### src/ibt_regs.svh
/*
  Offsets, field positions, reset values and timing counts of the I2C
  bit-timing and bus-timeout block.
  Assumes inclusion by bare name; definitions only.
*/
`ifndef IBT_REGS_SVH
`define IBT_REGS_SVH

// Register byte offsets
`define IBT_OFF_BIT_TIMING   12'h010
`define IBT_OFF_TIMEOUT_CFG  12'h014
`define IBT_OFF_CONTROL      12'h018
`define IBT_OFF_IRQ_STATUS   12'h01C
`define IBT_OFF_IRQ_ENABLE   12'h020
`define IBT_OFF_IRQ_CLEAR    12'h024

// Reset values
`define IBT_RST_BIT_TIMING   32'h00000000
`define IBT_RST_TIMEOUT_CFG  32'h00000000

// Bit timing fields
`define IBT_LOW_LSB      0
`define IBT_LOW_MSB      7
`define IBT_HIGH_LSB     8
`define IBT_HIGH_MSB     15
`define IBT_HOLD_LSB     16
`define IBT_HOLD_MSB     19
`define IBT_SETUP_LSB    20
`define IBT_SETUP_MSB    23
`define IBT_PSC_LSB      28
`define IBT_PSC_MSB      31
`define IBT_TIMING_MASK  32'hF0FFFFFF

// Timeout fields
`define IBT_TOA_LSB      0
`define IBT_TOA_MSB      11
`define IBT_IDLE_SEL_BIT 12
`define IBT_CLKTO_EN_BIT 15
`define IBT_TOB_LSB      16
`define IBT_TOB_MSB      27
`define IBT_EXTO_EN_BIT  31
`define IBT_TIMEOUT_MASK 32'h8FFF9FFF

// Control register bits
`define IBT_CTL_EN_BIT   0
`define IBT_CTL_MST_BIT  1

// Interrupt bits
`define IBT_IRQ_LOWTO    0
`define IBT_IRQ_IDLETO   1
`define IBT_IRQ_EXTTO    2
`define IBT_IRQ_W        3

// Timeout scale shifts: each limit step is 1 << N kernel clock periods
`define IBT_LONG_SCALE   11
`define IBT_IDLE_SCALE   2

`endif

### src/ibt_pkg.sv
/*
  Types shared by the bit-timing and bus-timeout block.
  Assumes nothing beyond a SystemVerilog compiler.
*/
package ibt_pkg;
  typedef enum logic [2:0] {
    IBT_IDLE,
    IBT_LOW_HOLD,
    IBT_LOW_SETUP,
    IBT_LOW_REST,
    IBT_HIGH
  } ibt_phase_e;
endpackage

### src/ibt_timeout.sv
/*
  Interval counter that flags when a monitored condition lasts
  (limit + 1) << scale kernel clock periods.
  Assumes limit is stable while enabled.
*/
`timescale 1ns/1ps
module ibt_timeout #(
  parameter int LIMIT_W = 12,
  parameter int SCALE   = 11
) (
  input  wire logic               sys_clk,
  input  wire logic               rst,
  input  wire logic               enable,
  input  wire logic               active,
  input  wire logic               restart,
  input  wire logic [LIMIT_W-1:0] limit,
  output logic                    expired
);
  localparam int CW = LIMIT_W + SCALE + 1;
  logic [CW-1:0] cnt_q;
  logic [CW-1:0] cnt_d;
  logic          exp_q;
  logic          exp_d;
  logic [CW-1:0] thresh;

  // Threshold and counting
  always_comb begin
    thresh = CW'({1'b0, limit} + 13'h0001) << SCALE;
    cnt_d  = cnt_q;
    exp_d  = 1'b0;
    if (!enable || restart || !active) begin
      cnt_d = '0;
    end else if (cnt_q != thresh) begin
      cnt_d = cnt_q + CW'(1);
      exp_d = (cnt_q + CW'(1)) == thresh;
    end
  end

  always_ff @(posedge sys_clk) begin
    if (rst) begin
      cnt_q <= '0;
      exp_q <= 1'b0;
    end else begin
      cnt_q <= cnt_d;
      exp_q <= exp_d;
    end
  end

  assign expired = exp_q;
endmodule

### src/ibt_core.sv
/*
  APB register slave, prescaled SCL/SDA bit timing generator and three
  bus-timeout detectors for an I2C controller.
  Assumes synchronous SCL/SDA inputs and a shifter supplying bits.
*/
// Local design decision: the APB register port.
`timescale 1ns/1ps
`include "ibt_regs.svh"
module ibt_core (
  input  wire logic        sys_clk,
  input  wire logic        rst,
  input  wire logic        psel,
  input  wire logic        penable,
  input  wire logic        pwrite,
  input  wire logic [11:0] paddr,
  input  wire logic [31:0] pwdata,
  output logic      [31:0] prdata,
  output logic             pready,
  output logic             pslverr,
  input  wire logic        scl_in,
  input  wire logic        sda_in,
  input  wire logic        xfer_active,
  input  wire logic        tx_bit,
  input  wire logic        tx_mode,
  output logic             scl_oe_n,
  output logic             sda_oe_n,
  output logic             bit_done,
  output logic             timeout_err,
  output logic             irq
);
  logic [31:0] timing_q, timing_d;
  logic [31:0] tocfg_q, tocfg_d;
  logic [1:0]  ctl_q, ctl_d;
  logic [2:0]  sts_q, sts_d;
  logic [2:0]  ien_q, ien_d;
  logic [31:0] rdata_q, rdata_d;
  logic        rdy_q, rdy_d;
  logic        err_q, err_d;
  logic        irq_q, irq_d;
  logic        toerr_q, toerr_d;
  logic        wr_acc, rd_acc;
  logic        periph_en;

  // Decoded APB phases
  assign wr_acc    = psel && penable && pwrite && !rdy_q;
  assign rd_acc    = psel && penable && !pwrite && !rdy_q;
  assign periph_en = ctl_q[`IBT_CTL_EN_BIT];

  function automatic logic mapped(input logic [11:0] a);
    mapped = (a == `IBT_OFF_BIT_TIMING) || (a == `IBT_OFF_TIMEOUT_CFG) ||
             (a == `IBT_OFF_CONTROL) || (a == `IBT_OFF_IRQ_STATUS) ||
             (a == `IBT_OFF_IRQ_ENABLE) || (a == `IBT_OFF_IRQ_CLEAR);
  endfunction

  // Timeout detector hookup
  logic [2:0] ev;
  logic       lowto, idleto, extto;
  logic       idle_sel, clkto_en, exto_en;
  logic       xfer_q;
  assign idle_sel = tocfg_q[`IBT_IDLE_SEL_BIT];
  assign clkto_en = tocfg_q[`IBT_CLKTO_EN_BIT];
  assign exto_en  = tocfg_q[`IBT_EXTO_EN_BIT];

  // Register file next state
  always_comb begin
    timing_d = timing_q;
    tocfg_d  = tocfg_q;
    ctl_d    = ctl_q;
    ien_d    = ien_q;
    sts_d    = sts_q;
    rdata_d  = 32'h00000000;
    rdy_d    = 1'b0;
    err_d    = 1'b0;
    if (psel && penable && !rdy_q) begin
      rdy_d = 1'b1;
      err_d = !mapped(paddr);
    end
    if (wr_acc) begin
      unique case (paddr)
        `IBT_OFF_BIT_TIMING: begin
          if (!periph_en) begin
            timing_d = pwdata & `IBT_TIMING_MASK;
          end
        end
        `IBT_OFF_TIMEOUT_CFG: tocfg_d = pwdata & `IBT_TIMEOUT_MASK;
        `IBT_OFF_CONTROL:     ctl_d   = pwdata[1:0];
        `IBT_OFF_IRQ_ENABLE:  ien_d   = pwdata[2:0];
        `IBT_OFF_IRQ_CLEAR:   sts_d   = sts_q & ~pwdata[2:0];
        default: ;
      endcase
    end
    if (rd_acc) begin
      unique case (paddr)
        `IBT_OFF_BIT_TIMING:  rdata_d = timing_q;
        `IBT_OFF_TIMEOUT_CFG: rdata_d = tocfg_q;
        `IBT_OFF_CONTROL:     rdata_d = {30'h00000000, ctl_q};
        `IBT_OFF_IRQ_STATUS:  rdata_d = {29'h00000000, sts_q};
        `IBT_OFF_IRQ_ENABLE:  rdata_d = {29'h00000000, ien_q};
        default:              rdata_d = 32'h00000000;
      endcase
    end
    sts_d   = sts_d | ev; // Set wins over clear
    irq_d   = |(sts_d & ien_d);
    toerr_d = |ev;
  end

  always_ff @(posedge sys_clk) begin
    if (rst) begin
      timing_q <= `IBT_RST_BIT_TIMING;
      tocfg_q  <= `IBT_RST_TIMEOUT_CFG;
      ctl_q    <= 2'h0;
      ien_q    <= 3'h0;
      sts_q    <= 3'h0;
      rdata_q  <= 32'h00000000;
      rdy_q    <= 1'b0;
      err_q    <= 1'b0;
      irq_q    <= 1'b0;
      toerr_q  <= 1'b0;
    end else begin
      timing_q <= timing_d;
      tocfg_q  <= tocfg_d;
      ctl_q    <= ctl_d;
      ien_q    <= ien_d;
      sts_q    <= sts_d;
      rdata_q  <= rdata_d;
      rdy_q    <= rdy_d;
      err_q    <= err_d;
      irq_q    <= irq_d;
      toerr_q  <= toerr_d;
    end
  end

  assign prdata      = rdata_q;
  assign pready      = rdy_q;
  assign pslverr     = err_q;
  assign irq         = irq_q;
  assign timeout_err = toerr_q;

  // Prescaler: one-cycle tick every (divider + 1) clocks
  logic [3:0] psc_q, psc_d;
  logic       tick_q, tick_d;
  always_comb begin
    psc_d  = psc_q;
    tick_d = 1'b0;
    if (!periph_en) begin
      psc_d = 4'h0;
    end else if (psc_q == timing_q[`IBT_PSC_MSB:`IBT_PSC_LSB]) begin
      psc_d  = 4'h0;
      tick_d = 1'b1;
    end else begin
      psc_d = psc_q + 4'h1;
    end
  end

  always_ff @(posedge sys_clk) begin
    if (rst) begin
      psc_q  <= 4'h0;
      tick_q <= 1'b0;
    end else begin
      psc_q  <= psc_d;
      tick_q <= tick_d;
    end
  end

  // Bit phase sequencer: low (hold, setup) then high
  ibt_pkg::ibt_phase_e ph_q, ph_d;
  logic [7:0] units_q, units_d;
  logic       scl_n_q, scl_n_d;
  logic       sda_n_q, sda_n_d;
  logic       done_q, done_d;
  logic [7:0] low_u, high_u, hold_u, setup_u;
  assign low_u   = timing_q[`IBT_LOW_MSB:`IBT_LOW_LSB];
  assign high_u  = timing_q[`IBT_HIGH_MSB:`IBT_HIGH_LSB];
  assign hold_u  = {4'h0, timing_q[`IBT_HOLD_MSB:`IBT_HOLD_LSB]};
  assign setup_u = {4'h0, timing_q[`IBT_SETUP_MSB:`IBT_SETUP_LSB]};
  // Units since SCL fell, and the two end points of the low phase
  logic [8:0] elapsed, hs_end, low_end;
  assign elapsed = {1'b0, units_q} + 9'h001;
  assign hs_end  = {1'b0, hold_u} + {1'b0, setup_u} + 9'h001;
  assign low_end = {1'b0, low_u} + 9'h001;

  always_comb begin
    ph_d    = ph_q;
    units_d = units_q;
    scl_n_d = scl_n_q;
    sda_n_d = sda_n_q;
    done_d  = 1'b0;
    unique case (ph_q)
      ibt_pkg::IBT_IDLE: begin
        scl_n_d = 1'b1;
        sda_n_d = 1'b1;
        if (periph_en && xfer_active && tick_q) begin
          ph_d    = ibt_pkg::IBT_LOW_HOLD;
          scl_n_d = 1'b0;
          units_d = 8'h00;
          if (hold_u == 8'h00) begin
            sda_n_d = tx_mode ? tx_bit : 1'b1;
            ph_d    = ibt_pkg::IBT_LOW_SETUP;
          end
        end
      end
      ibt_pkg::IBT_LOW_HOLD: begin
        if (tick_q) begin
          units_d = units_q + 8'h01;
          if (elapsed >= {1'b0, hold_u}) begin
            sda_n_d = tx_mode ? tx_bit : 1'b1;
            ph_d    = ibt_pkg::IBT_LOW_SETUP;
          end
        end
      end
      ibt_pkg::IBT_LOW_SETUP: begin
        if (tick_q) begin
          units_d = units_q + 8'h01;
          if (elapsed >= hs_end) begin
            if (elapsed >= low_end) begin
              ph_d    = ibt_pkg::IBT_HIGH;
              scl_n_d = 1'b1;
              units_d = 8'h00;
            end else begin
              ph_d = ibt_pkg::IBT_LOW_REST;
            end
          end
        end
      end
      ibt_pkg::IBT_LOW_REST: begin
        // Low total is the larger of both ends
        if (tick_q) begin
          units_d = units_q + 8'h01;
          if (elapsed >= low_end) begin
            ph_d    = ibt_pkg::IBT_HIGH;
            scl_n_d = 1'b1;
            units_d = 8'h00;
          end
        end
      end
      ibt_pkg::IBT_HIGH: begin
        // Count only once the line really rose (stretching)
        if (tick_q && scl_in) begin
          if (units_q == high_u) begin
            done_d  = 1'b1;
            units_d = 8'h00;
            if (periph_en && xfer_active) begin
              ph_d    = ibt_pkg::IBT_LOW_HOLD;
              scl_n_d = 1'b0;
              if (hold_u == 8'h00) begin
                sda_n_d = tx_mode ? tx_bit : 1'b1;
                ph_d    = ibt_pkg::IBT_LOW_SETUP;
              end
            end else begin
              ph_d = ibt_pkg::IBT_IDLE;
            end
          end else begin
            units_d = units_q + 8'h01;
          end
        end
      end
    endcase
    if (!periph_en) begin
      ph_d    = ibt_pkg::IBT_IDLE;
      scl_n_d = 1'b1;
      sda_n_d = 1'b1;
    end
  end

  always_ff @(posedge sys_clk) begin
    if (rst) begin
      ph_q    <= ibt_pkg::IBT_IDLE;
      units_q <= 8'h00;
      scl_n_q <= 1'b1;
      sda_n_q <= 1'b1;
      done_q  <= 1'b0;
      xfer_q  <= 1'b0;
    end else begin
      ph_q    <= ph_d;
      units_q <= units_d;
      scl_n_q <= scl_n_d;
      sda_n_q <= sda_n_d;
      done_q  <= done_d;
      xfer_q  <= xfer_active;
    end
  end

  assign scl_oe_n = scl_n_q;
  assign sda_oe_n = sda_n_q;
  assign bit_done = done_q;

  // Stuck-low detector, selected when bit 12 is 0
  ibt_timeout #(.LIMIT_W(12), .SCALE(`IBT_LONG_SCALE)) u_low (
    .sys_clk (sys_clk),
    .rst     (rst),
    .enable  (clkto_en && !idle_sel),
    .active  (!scl_in),
    .restart (scl_in),
    .limit   (tocfg_q[`IBT_TOA_MSB:`IBT_TOA_LSB]),
    .expired (lowto)
  );

  // Bus idle detector, selected when bit 12 is 1
  ibt_timeout #(.LIMIT_W(12), .SCALE(`IBT_IDLE_SCALE)) u_idle (
    .sys_clk (sys_clk),
    .rst     (rst),
    .enable  (clkto_en && idle_sel),
    .active  (scl_in && sda_in),
    .restart (!(scl_in && sda_in)),
    .limit   (tocfg_q[`IBT_TOA_MSB:`IBT_TOA_LSB]),
    .expired (idleto)
  );

  // Stretch detector: one unbroken low run this end did not drive
  ibt_timeout #(.LIMIT_W(12), .SCALE(`IBT_LONG_SCALE)) u_ext (
    .sys_clk (sys_clk),
    .rst     (rst),
    .enable  (exto_en && xfer_active),
    .active  (ph_q == ibt_pkg::IBT_HIGH && !scl_in),
    .restart (xfer_active != xfer_q),
    .limit   (tocfg_q[`IBT_TOB_MSB:`IBT_TOB_LSB]),
    .expired (extto)
  );

  assign ev = {extto, idleto, lowto};
endmodule

### config.mk
export PLATFORM = sky130hd
export DESIGN_NAME = ibt_core
export DESIGN_NICKNAME = d
export VERILOG_FILES = /design/src/ibt_pkg.sv /design/src/ibt_timeout.sv /design/src/ibt_core.sv
export VERILOG_INCLUDE_DIRS = /design/src
export SDC_FILE = /design/constraint.sdc
export NUM_CORES = 1
export LEC_CHECK = 0
export ABC_AREA = 1
export BUFFER_PORTS_ARGS = -buffer_cell sky130_fd_sc_hd__buf_2
export CAP_MARGIN = 15
export CORE_MARGIN = 5
export CORE_UTILIZATION = 55
export CTS_CLUSTER_SIZE = 8
export DETAILED_ROUTE_END_ITERATION = 16
export PLACE_DENSITY_LB_ADDON = 0.12
export SETUP_SLACK_MARGIN = 0.05
export SLEW_MARGIN = 20
export SYNTH_ARGS = -nofsm -noshare
export SYNTH_HDL_FRONTEND = slang
export SYNTH_SLANG_ARGS = --single-unit
### constraint.sdc
create_clock -name sys_clk -period 2.3 [get_ports sys_clk]
set_input_delay 0.69 -clock sys_clk [delete_from_list [all_inputs] [get_ports sys_clk]]
set_output_delay 0.69 -clock sys_clk [all_outputs]
set_load 0.05 [all_outputs]
==> metrics <==
status=finished with violations; failing checks=negative setup slack; DR vias/cell=about 5.3; diode count=0; DRC Markers=0; H-tree depth=4; synthesized instance count=around 1600; Final period util=1.11; FMAX=0.391 GHz; Pre-Repair DR Iteration Count=5; CP Capture Type=flop; static leakage=5.72 nW; WS Path Type=reg -> reg; total CTS buffers=17; Worst-Margin Slew=0.475 ns; total track usage=0.267; Yosys warnings=0; Syn Nets=between 1500 and 2000; Die Ht=151 µm; top cells by count, synth=nand2_1 (327), nor2_1 (242), inv_1 (212); Starting Density=0.558; clock buffer depth=2; port bufs=92; largest net degree at the start of global routing=39; post-route ant nets=0; first-pass GRT wire length=48.8 mm; CP cell instances=inv_2 > ha_4 > inv_2 > fa_2 > xnor2_2 > ha_1 > nand2_1 > o21ai_1 > nand2_1 > nand2_1 > nand2_2 > nand3_2 > nor2_2 > nor2_2 > nand2_2 > inv_2 > nand2_4 > nand3_1 > a21oi_1; P&R area growth vs syn=22.6%; Setup TNS=-2.83 ns; layout cells sized above 1=0.191; Post-Route WL=roughly 31 mm; Via Count=11034; CP Launch Type=flop; clock slew at reported path FFs=about 0.070 ns; Detail Placement HPWL=between 20 and 25 mm; Slew headroom=0.684; number of synthesized flops with an enable pin=0; Tightest Hold Check Type=reg -> reg; Mean Syn Cell Area=6.71 µm²; worst skew pair latency=roughly 0.44 ns; Cell Pwr Density=460 nW/µm²; clk sinks=185; Die Area=22700 µm²; post-synth top area share=0.341; Fin. Hold Viols=0; post-route insts no fill=2089; sequential share of the synthesized area=0.341; final hold slack=0.468 ns; Critical path buffers and inverters=3; CTS tree=yes; count leader, synth=nand2_1; Worst Path Max Fanout=8; Crit-path slowest cell=fa_2; Worst EP arrival=2.86 ns; Nets=1897; # rows=51; setup ws final=-0.261 ns; Final Slew Violations=0; Top FF cell, synth=dfxtp_1; initial antenna violation count=0; initial drt markers=582; filler instances=1704; GR Overflow Total=0; CORE AREA=19500 µm²; Synth Cell Area=10900 µm²; dpl cells=slightly above 2000; setup violators final=12; fraction of registers with async set/reset=0; Cell variety after synth=49; Ports=between 90 and 100; MaxCap Viol Count=0; #FFs+latches synth=approximately 190; fin crit period=2.56 ns; Area contributors post-synth=dfxtp_1 (34%), nand2_1 (11%), nor2_1 (8.4%); vias in the first global route=10284; Worst Skew=approximately 0.013 ns; Die Span X=151 µm; Yosys top cell by area=dfxtp_1; DR WL/cell=14.6 µm; Layout Utilization=0.684; Worst Path Required=between 2 and 3 ns; maximum vdd drop=0.524 mV; CP delay by family, top=adder cells; RSZ-0062 raised after global routing=true; Placer Congestion=slightly above 0.9; Root Driver=clkbuf_16; Worst path max stage delay=0.36 ns
## sequential cells by signal, indices dropped and copies added, names as in the netlist, 2 cells and up
register / count
ien_q: 3
psc_q: 4
ctl_q: 2
tocfg_q: 27
u_ext.cnt_q: 24
u_low.cnt_q: 24
ph_q: 3
prdata: 32
u_idle.cnt_q: 15
sts_q: 3
timing_q: 28
units_q: 8
## cell usage in the layout (no fill, tap or decap), types with 15 or more instances in the layout
cell type | synthesis | final
xnor2_1 | 27 | 23
inv_2 | 11 | 15
buf_2 | 11 | 92
buf_4 | 1 | 110
clkbuf_16 | 0 | 17
nor3_1 | 33 | 31
a21oi_1 | 89 | 78
nand4_1 | 43 | 43
nand2_1 | 327 | 320
o21ai_0 | 55 | 50
dfxtp_1 | 185 | 172
inv_1 | 212 | 207
nand3_1 | 139 | 135
xor2_1 | 61 | 59
ha_1 | 31 | 28
nor2_1 | 242 | 234
a211oi_1 | 40 | 40
## final timing paths
check	startpoint	to	slack (ns)	depth (start not counted)
hold / removal	sda_oe_n	sda_oe_n	0.47	2
setup reg to reg	timing_q[16]	units_q[6]	-0.26	19
setup / recovery	timing_q[16]	units_q[6]	-0.26	19
hold reg to reg	sda_oe_n	sda_oe_n	0.47	2
## stage by stage
step	power [W]	setup slack (ns)	cell area (µm²)
floorplan	0.00333	-0.0466	10900
global placement	0.00342	-0.201	12400
detailed placement	0.00342	-0.319	12400
CTS	0.00618	-0.265	13000
global route	0.00632	-0.430	13300
finish	0.00612	-0.261	13300
## tightest hold or removal path: stages, from the launching register on
cell and delay [ns]:
dfxtp_1 0.32, a21oi_1 0.06, o21ai_0 0.06
## per-layer routing
metal / wire length [µm] / part of all wire / track usage / vias up
li1: - / - / - / 5647
met1: 12900 / 0.42 / 0.330 / 5043
met2: 15200 / 0.50 / 0.472 / 278
met3: 1480 / 0.049 / 0.0361 / 66
met4: 943 / 0.031 / 0.104 / 0
met5: 0 / 0 / 0 / -
## power by group
part	internal [W]	switching (W)
combinational	0.0000538	0.0000945
clock	0.00142	0.00135
sequential	0.00320	0.000000613
total	0.00467	0.00145
## repair_timing
item,in CTS,in global routing
hold endpoints to repair,0,0
endpoints found under the setup margin,12,43
resized for setup,5,69
pin swaps,3,16
setup buffers,1,8
gates cloned,0,0
hold buffers,0,0
## final cells by class
class | count | area (µm²) | area share
sequential | 185 | 3730 | 0.280
clock inverter | 13 | 114 | 0.00856
inverter | 224 | 843 | 0.0634
tap | 265 | 332 | 0.0249
multi-input combinational | 1171 | 6390 | 0.480
clock buffer | 19 | 433 | 0.0325
timing repair buffer | 212 | 1470 | 0.110
## kinds of logic after synthesis
family | after synthesis | synth area share
buffers and inverters | 262 | 0.0936
DFF | 185 | 0.341
AOI/OAI and AO/OA | 212 | 0.113
xor gates and xnor gates | 89 | 0.0725
adders and majority gates | 32 | 0.0376
and+or+nand+nor | 838 | 0.343
Power figures use the tool's default switching activity.
